### src/dprh_defines.svh
// timing and field constants for the dual-port ram port controller
// assumes a 100 MHz system clock and the fastest speed grade of the ram
`ifndef DPRH_DEFINES_SVH
`define DPRH_DEFINES_SVH

`define DPRH_ADDR_W        14
`define DPRH_DATA_W        9
`define DPRH_SEM_ADDR_W    3
`define DPRH_TMR_W         4
`define DPRH_SEM_BIT       0

`define DPRH_CLK_NS        10
`define DPRH_T_AA_NS       15
`define DPRH_T_PWE_NS      12
`define DPRH_T_BLA_NS      15
`define DPRH_T_SOP_NS      10

// least times round up to whole cycles
`define DPRH_CEIL_CYC(ns)  (((ns) + `DPRH_CLK_NS - 1) / `DPRH_CLK_NS)
`define DPRH_AA_CYC        `DPRH_CEIL_CYC(`DPRH_T_AA_NS)
`define DPRH_PWE_CYC       `DPRH_CEIL_CYC(`DPRH_T_PWE_NS)
`define DPRH_BLA_CYC       `DPRH_CEIL_CYC(`DPRH_T_BLA_NS)
`define DPRH_SOP_CYC       `DPRH_CEIL_CYC(`DPRH_T_SOP_NS)
`define DPRH_MIN_CYC       1

`endif

### src/dprh_pkg.sv
// types shared by the dual-port ram port controller
// assumes dprh_defines.svh for the widths
`include "dprh_defines.svh"
`default_nettype none

package dprh_pkg;
  typedef logic [`DPRH_ADDR_W-1:0] dprh_addr_t;
  typedef logic [`DPRH_DATA_W-1:0] dprh_data_t;
  typedef logic [`DPRH_TMR_W-1:0]  dprh_cnt_t;

  typedef enum logic [2:0] {
    DPRH_IDLE,
    DPRH_SETUP,
    DPRH_WRPULSE,
    DPRH_WRHOLD,
    DPRH_RDWAIT,
    DPRH_GAP
  } dprh_state_e;

  typedef struct packed {
    dprh_state_e st;
    logic        is_write;
    logic        is_sem;
    logic        ce_n;
    logic        sem_n;
    logic        rw_n;
    logic        oe_n;
    dprh_addr_t  addr;
    dprh_data_t  dout;
    logic        dout_en;
    dprh_data_t  rdata;
    logic        ready;
    logic        done;
    logic        mbox;
  } dprh_host_s;

  typedef struct packed {
    dprh_cnt_t cnt;
  } dprh_tmr_s;
endpackage

`default_nettype wire

### src/dprh_timer.sv
// down counter that times the phases of one ram access
// assumes load values of at least one cycle
`include "dprh_defines.svh"
`default_nettype none

module dprh_timer (
  // clock and reset
  input  wire logic             clk,
  input  wire logic             sys_rst,
  // control
  input  wire logic             load,
  input  wire dprh_pkg::dprh_cnt_t val,
  // status
  output logic                  expired
);
  import dprh_pkg::*;

  dprh_tmr_s s_q;
  dprh_tmr_s s_d;

  always_comb begin
    s_d = s_q;
    if (load) begin
      s_d.cnt = val;
    end else if (s_q.cnt != '0) begin
      s_d.cnt = s_q.cnt - dprh_cnt_t'(1);
    end
  end

  always_ff @(posedge clk) begin
    if (sys_rst) begin
      s_q <= '0;
    end else begin
      s_q <= s_d;
    end
  end

  assign expired = (s_q.cnt == '0);
endmodule

`default_nettype wire

### src/dprh_host.sv
// host controller driving one port of an asynchronous dual-port static ram
// assumes pin inputs synchronous to clk and one request at a time
`include "dprh_defines.svh"
`default_nettype none

module dprh_host (
  // clock and reset
  input  wire logic                clk,
  input  wire logic                sys_rst,
  // user request
  input  wire logic                req,
  input  wire logic                op_write,
  input  wire logic                op_sem,
  input  wire dprh_pkg::dprh_addr_t req_addr,
  input  wire dprh_pkg::dprh_data_t req_wdata,
  // user answer
  output logic                     ready,
  output logic                     done,
  output dprh_pkg::dprh_data_t     rdata,
  output logic                     mbox_flag,
  // ram port pins
  output logic                     ce_n,
  output logic                     sem_n,
  output logic                     rw_n,
  output logic                     oe_n,
  output dprh_pkg::dprh_addr_t     addr,
  output dprh_pkg::dprh_data_t     dq_o,
  output logic                     dq_oe,
  input  wire dprh_pkg::dprh_data_t dq_i,
  input  wire logic                busy_n,
  input  wire logic                int_n
);
  import dprh_pkg::*;

  dprh_host_s s_q;
  dprh_host_s s_d;
  logic       tmr_load;
  dprh_cnt_t  tmr_val;
  logic       tmr_exp;

  dprh_timer u_timer (
    .clk     (clk),
    .sys_rst (sys_rst),
    .load    (tmr_load),
    .val     (tmr_val),
    .expired (tmr_exp)
  );

  // semaphore address keeps only the latch index bits
  function automatic dprh_addr_t sem_addr(input dprh_addr_t a);
    sem_addr = '0;
    sem_addr[`DPRH_SEM_ADDR_W-1:0] = a[`DPRH_SEM_ADDR_W-1:0];
  endfunction

  always_comb begin
    s_d      = s_q;
    tmr_load = 1'b0;
    tmr_val  = dprh_cnt_t'(`DPRH_MIN_CYC);
    s_d.done = 1'b0;
    s_d.mbox = ~int_n;
    case (s_q.st)
      DPRH_IDLE: begin
        if (req) begin
          s_d.is_write = op_write;
          s_d.is_sem   = op_sem;
          s_d.ready    = 1'b0;
          // address moves only here, strobe high
          s_d.addr     = op_sem ? sem_addr(req_addr) : req_addr;
          s_d.dout     = op_sem ? {{(`DPRH_DATA_W-1){1'b0}}, req_wdata[`DPRH_SEM_BIT]}
                                : req_wdata;
          s_d.ce_n     = op_sem;
          s_d.sem_n    = ~op_sem;
          s_d.st       = DPRH_SETUP;
          tmr_load     = 1'b1;
          tmr_val      = dprh_cnt_t'(`DPRH_BLA_CYC);
        end
      end
      DPRH_SETUP: begin
        // let busy settle, then for a memory access hold off while the other port owns it
        if (tmr_exp && (s_q.is_sem || busy_n)) begin
          tmr_load = 1'b1;
          if (s_q.is_write) begin
            s_d.rw_n    = 1'b0;
            s_d.dout_en = 1'b1;
            s_d.st      = DPRH_WRPULSE;
            tmr_val     = dprh_cnt_t'(`DPRH_PWE_CYC);
          end else begin
            s_d.oe_n = 1'b0;
            s_d.st   = DPRH_RDWAIT;
            tmr_val  = dprh_cnt_t'(`DPRH_AA_CYC);
          end
        end
      end
      DPRH_WRPULSE: begin
        if (tmr_exp) begin
          s_d.rw_n = 1'b1;
          s_d.st   = DPRH_WRHOLD;
        end
      end
      DPRH_WRHOLD: begin
        // strobe already high: drop select and data drive
        s_d.ce_n    = 1'b1;
        s_d.sem_n   = 1'b1;
        s_d.dout_en = 1'b0;
        s_d.st      = DPRH_GAP;
        tmr_load    = 1'b1;
        tmr_val     = s_q.is_sem ? dprh_cnt_t'(`DPRH_SOP_CYC)
                                 : dprh_cnt_t'(`DPRH_MIN_CYC);
      end
      DPRH_RDWAIT: begin
        if (tmr_exp) begin
          // capture, then deselect so the next access starts clean
          s_d.rdata = dq_i;
          s_d.oe_n  = 1'b1;
          s_d.ce_n  = 1'b1;
          s_d.sem_n = 1'b1;
          s_d.st    = DPRH_GAP;
          tmr_load  = 1'b1;
          tmr_val   = dprh_cnt_t'(`DPRH_SOP_CYC);
        end
      end
      DPRH_GAP: begin
        // deselected gap also covers the flag update pulse
        if (tmr_exp) begin
          s_d.done  = 1'b1;
          s_d.ready = 1'b1;
          s_d.st    = DPRH_IDLE;
        end
      end
      default: begin
        s_d.st = DPRH_IDLE;
      end
    endcase
  end

  always_ff @(posedge clk) begin
    if (sys_rst) begin
      s_q       <= '0;
      s_q.st    <= DPRH_IDLE;
      s_q.ce_n  <= 1'b1;
      s_q.sem_n <= 1'b1;
      s_q.rw_n  <= 1'b1;
      s_q.oe_n  <= 1'b1;
      s_q.ready <= 1'b1;
    end else begin
      s_q <= s_d;
    end
  end

  assign ready     = s_q.ready;
  assign done      = s_q.done;
  assign rdata     = s_q.rdata;
  assign mbox_flag = s_q.mbox;
  assign ce_n      = s_q.ce_n;
  assign sem_n     = s_q.sem_n;
  assign rw_n      = s_q.rw_n;
  assign oe_n      = s_q.oe_n;
  assign addr      = s_q.addr;
  assign dq_o      = s_q.dout;
  assign dq_oe     = s_q.dout_en;
endmodule

`default_nettype wire

### config.mk
export PLATFORM = sky130hd
export DESIGN_NAME = dprh_host
export DESIGN_NICKNAME = d
export VERILOG_FILES = /design/src/dprh_pkg.sv /design/src/dprh_timer.sv /design/src/dprh_host.sv
export VERILOG_INCLUDE_DIRS = /design/src
export SDC_FILE = /design/constraint.sdc
export NUM_CORES = 1
export LEC_CHECK = 0
export ABC_AREA = 1
export BUFFER_PORTS_ARGS = -buffer_cell sky130_fd_sc_hd__buf_4
export CAP_MARGIN = 20
export CORE_UTILIZATION = 32
export DETAILED_ROUTE_END_ITERATION = 16
export PLACE_DENSITY = 0.66
export SKIP_LAST_GASP = 1
export SLEW_MARGIN = 20
export SYNTH_ARGS = -nofsm -noshare
export SYNTH_HDL_FRONTEND = slang
export SYNTH_HIERARCHICAL = 1
export SYNTH_SLANG_ARGS = --single-unit
### constraint.sdc
create_clock -name clk -period 4.5 [get_ports clk]
set_input_delay 0 -clock clk [delete_from_list [all_inputs] [get_ports clk]]
set_output_delay 0 -clock clk [all_outputs]
set_load 0.005 [all_outputs]
==> impl_summary.md <==
Floorplanning
For this configuration, the core starts out at a cell density of 33.5%. The number of primary I/O pins is 79. The x dimension of the die is 86.5 µm. The y dimension of the die is 86.5 µm. The area of the die is 0.00749 mm². The region available for standard cell placement spans 0.00683 mm². The standard-cell row count is 30.

Yosys
The average cell area after synthesis is approximately 7.3 µm². The netlist area before placement is 0.00229 mm². The area fraction of the dominant cell type after synthesis is 42.9%. Counting flops and latches in the post-synthesis netlist gives about 50. The number of instances in the synthesized netlist is 312. For this run, the number of Yosys warnings is 6. The synthesized design spends more area on one cell type than any other, namely sky130_fd_sc_hd__dfxtp_1.

By area the synthesized netlist is led by sky130_fd_sc_hd__dfxtp_1 43%, sky130_fd_sc_hd__nand2_1 12%, sky130_fd_sc_hd__buf_4 11%. The number of distinct library cells after synthesis is 29. The part of the Yosys area used for sequential elements is 42.9%.

Routing
The average detailed-routed wire length per instance is 11.0 µm. The count of antenna-violating nets left after detailed routing is 0. After the first detailed-routing iteration, the DRC count stood at 90. The remaining design rule violation count is 0. The first-pass iteration count of the detailed router is 4. Summed over all layers, the routed wires come to 5.36 mm. The detail-routed via count per cell is approximately 4.4. The via total after detailed routing is 2157.

Cells and area
The finished cells cover 0.00315 mm². The number of antenna diodes in the final layout is 0. The total of fill cells in the finished design is 681.

Of the cells placed in the final design, the portion with a size suffix greater than 1 is about 25%. Leaving out filler cells and counting taps, the final layout contains 488. The layout overhead on the synthesized area is 37.7%. The post-layout net count is 431. The final core utilization is between 40 and 50%.

Pwr
The completed layout was analyzed and its total power is 1.47 mW. The leakage power summed over all cells is 1.43 nW. For this design the total switching power over the nets is 0.545 mW.

Per report_power, the sequential group accounts for 40.0% of the total. The clock network fraction of total power is roughly a fifth. Net switching is between 30 and 40% of the power. Internal power comes to between 0.9 and 1 mW. Combinational cells account for 40.5% of the total power. Power spread over the standard cell area amounts to 465 mW/mm².

The maximum ir drop on the vdd rail is 0.000199 V.

Critical path
The worst setup path is captured at a flip-flop. Data on the critical path is required at its endpoint by 4.70 ns. The type of the worst setup path is flip-flop to flip-flop. The library cell contributing the largest single delay on the critical path is sky130_fd_sc_hd__nand3_1.

Of all nets on the critical path, the largest fanout is 20. The kind of cell with the highest combined delay on the critical path is simple AND/OR/NAND/NOR gates. For this run, the slowest stage of the critical path takes between 0.4 and 0.5 ns. The arrival time at the worst endpoint is 2.59 ns. The critical path goes through inv_1, ha_1, nand2_1, nor2_1, nand3_1, nand3_1, inv_2, or2_0, nand3_1, nor2_1. STA classifies the critical path startpoint as a flip-flop.

The buffer and inverter count on the worst path is 2. Among the stages of the critical path, the cell type that occurs most often is sky130_fd_sc_hd__nand3_1.

Hold path
The path category of the worst min-delay check is input pin to flip-flop.

Place
The total half-perimeter wirelength after legalization and detailed placement is roughly 3.5 mm. The placer's final routability congestion estimate is between 0.8 and 0.9. The count of buffers from port buffering is 78. The post-place instance area is 0.00269 mm². Once placement completed, the tool counted placed cells totaling approximately 440.

CTS
The clock slew seen by the registers of the worst setup and hold paths is 0.09 ns. The number of clock sinks is 49. In this run, CTS created clock tree buffers numbering 5. The clock tree root buffer cell is sky130_fd_sc_hd__clkbuf_8. The H-tree depth is 2. The clock tree from TritonCTS is yes.

Counting along the longest clock path gives a buffer depth of 2. At the later pin of the worst-skew pair, clock insertion delay measures 0.30 ns.

Outcome
The run finished with clean final reports.

STA
The number of hold violations in the final report is 0. The final critical path time including I/O delays and setup is 2.39 ns. Setup repair after global routing left no endpoint under its margin. After layout, the worst path uses 53.1% of the clock period.

For the pin with the worst max-slew slack, the measured transition is 0.885 ns. The final setup skew is 0.00925 ns. Setup violations remaining at the end of the flow were counted as 0. The summed negative setup slack over all endpoints is 0 ns. The worst relative slew slack is between 40% and 50%. Static timing analysis puts the maximum clock frequency at around 420 MHz.

The number of pins exceeding their max-slew limit in the final report is 0.

Global route
The via count of the first global-routing pass is around 2000. Entering global routing, the biggest net connects 28 pins. The first-pass GRT wire length is 8.75 mm. The number of antenna violations at the first check in global routing is 0. The global-route congestion overflow total is 0.

The overall fraction of global-route tracks in use is 14.7%.

Run
The number of max-capacitance violations reported is 0.
## routing by layer
metal  vias to the layer above  share of wire (%)  global-route usage (%)
li1                       1111                  -                       -
met1                       964                 44                    16.0
met2                        75                 50                    27.5
met3                         7                4.7                    3.62
met4                         0                1.8                    5.30
met5                         -                  0                       0
## state kept, by name (all words and copies together), names as in the netlist
signal	cells
addr	14
dq_o	9
rdata	9
s_q	5
u_timer/s_q	4
ce_n	1
done	1
dq_oe	1
mbox_flag	1
oe_n	1
ready	1
rw_n	1
sem_n	1
## repair_timing
action,in CTS,in global routing
endpoints found under the hold margin,35,0
gates resized for setup,0,0
hold buffers,36,0
setup buffers,0,0
## worst paths after layout
| path | from | end | slack, ns | cells after the start |
|---|---|---|---|---|
| worst max-delay path | u_timer/s_q[0]$_SDFFE_PP0P_ | u_timer/s_q[3]$_SDFFE_PP0P_ | 2.11 | 10 |
| worst min-delay path | sys_rst | mbox_flag$_SDFF_PP0_ | 0.06 | 2 |
| worst max register to register | u_timer/s_q[0]$_SDFFE_PP0P_ | u_timer/s_q[3]$_SDFFE_PP0P_ | 2.11 | 10 |
| worst min register to register | rdata[4]$_SDFFE_PP0P_ | rdata[4]$_SDFFE_PP0P_ | 0.45 | 2 |
## placed cells by master (no fill, tap or decap), drive strengths merged, types with 2 or more instances in the layout
cell          n
inv          32
dlygate4sd3  36
o21ai        20
nand3        15
clkbuf        7
a21oi        36
dfxtp        49
buf          78
nand4         3
nor2         29
conb          2
o211ai        2
nand2        76
## worst register-to-register path: cells and delay by family (launching register included)
family	cells	cell delay, ns
AND/OR/NAND/NOR	7	1.50
flip-flops	1	0.33
buffers and inverters	2	0.21
adder cells (fa/ha/maj)	1	0.25
## stage by stage
| step | setup slack [ns] | hold slack, ns |
|---|---|---|
| after floorplan | 2.66 | 0.0667 |
| after global placement | 2.21 | 0.153 |
| after detailed placement | 2.11 | 0.156 |
| after CTS | 2.10 | 0.0543 |
| after global routing | 1.79 | 0.0617 |
| final | 2.11 | 0.0630 |
## logic make-up (layout without fill, tap and decap cells)
kind of cell | count (synthesis) | count (layout) | synth area share, %
AO/OA/AOI/OAI | 60 | 60 | 13.7
flip-flops | 49 | 49 | 42.9
AND/OR/NAND/NOR | 126 | 126 | 23.7
buffers and inverters | 75 | 154 | 19.0
adder cells (fa/ha/maj) | 1 | 1 | 0.547
other | 1 | 2 | 0.164
## cell type report
class | count | area [µm²] | share of cell area (%)
Inverter | 32 | 125 | 3.97
Multi-Input combinational cell | 189 | 876 | 27.8
Timing Repair Buffer | 114 | 946 | 30.0
Clock buffer | 7 | 96.3 | 3.06
Sequential cell | 49 | 981 | 31.1
Tap cell | 96 | 120 | 3.81
Clock inverter | 1 | 5.00 | 0.159
## Yosys cell counts
cell	count
sky130_fd_sc_hd__ha_1	1
sky130_fd_sc_hd__inv_1	28
sky130_fd_sc_hd__nand4_1	3
sky130_fd_sc_hd__inv_4	2
sky130_fd_sc_hd__nor2_8	1
sky130_fd_sc_hd__o21bai_1	1
sky130_fd_sc_hd__clkbuf_1	4
sky130_fd_sc_hd__nor2_4	1
sky130_fd_sc_hd__o211ai_1	2
sky130_fd_sc_hd__buf_4	35
sky130_fd_sc_hd__nand3_1	14
sky130_fd_sc_hd__clkbuf_2	1
sky130_fd_sc_hd__nand2_2	1
sky130_fd_sc_hd__o21ai_0	19
sky130_fd_sc_hd__a21oi_1	36
sky130_fd_sc_hd__inv_2	2
sky130_fd_sc_hd__nand2_1	75
sky130_fd_sc_hd__buf_6	2
sky130_fd_sc_hd__nor2_1	25
sky130_fd_sc_hd__nor3_1	1
sky130_fd_sc_hd__o21a_1	1
sky130_fd_sc_hd__nor2_2	2
sky130_fd_sc_hd__dfxtp_1	49
sky130_fd_sc_hd__buf_1	1
sky130_fd_sc_hd__and2_1	1
sky130_fd_sc_hd__o21ai_2	1
sky130_fd_sc_hd__conb_1	1
sky130_fd_sc_hd__nand3_2	1
sky130_fd_sc_hd__or2_0	1
## power by group through the flow
stage / Combinational [mW] / Clock (mW) / Sequential (mW)
final: 0.593 / 0.286 / 0.586
after global routing: 0.670 / 0.316 / 0.598
after CTS: 0.596 / 0.299 / 0.586
after detailed placement: 0.569 / 0 / 0.594
after global placement: 0.553 / 0 / 0.593
after floorplan: 0.452 / 0 / 0.577
No activity file was read; power rests on OpenSTA's default activity.
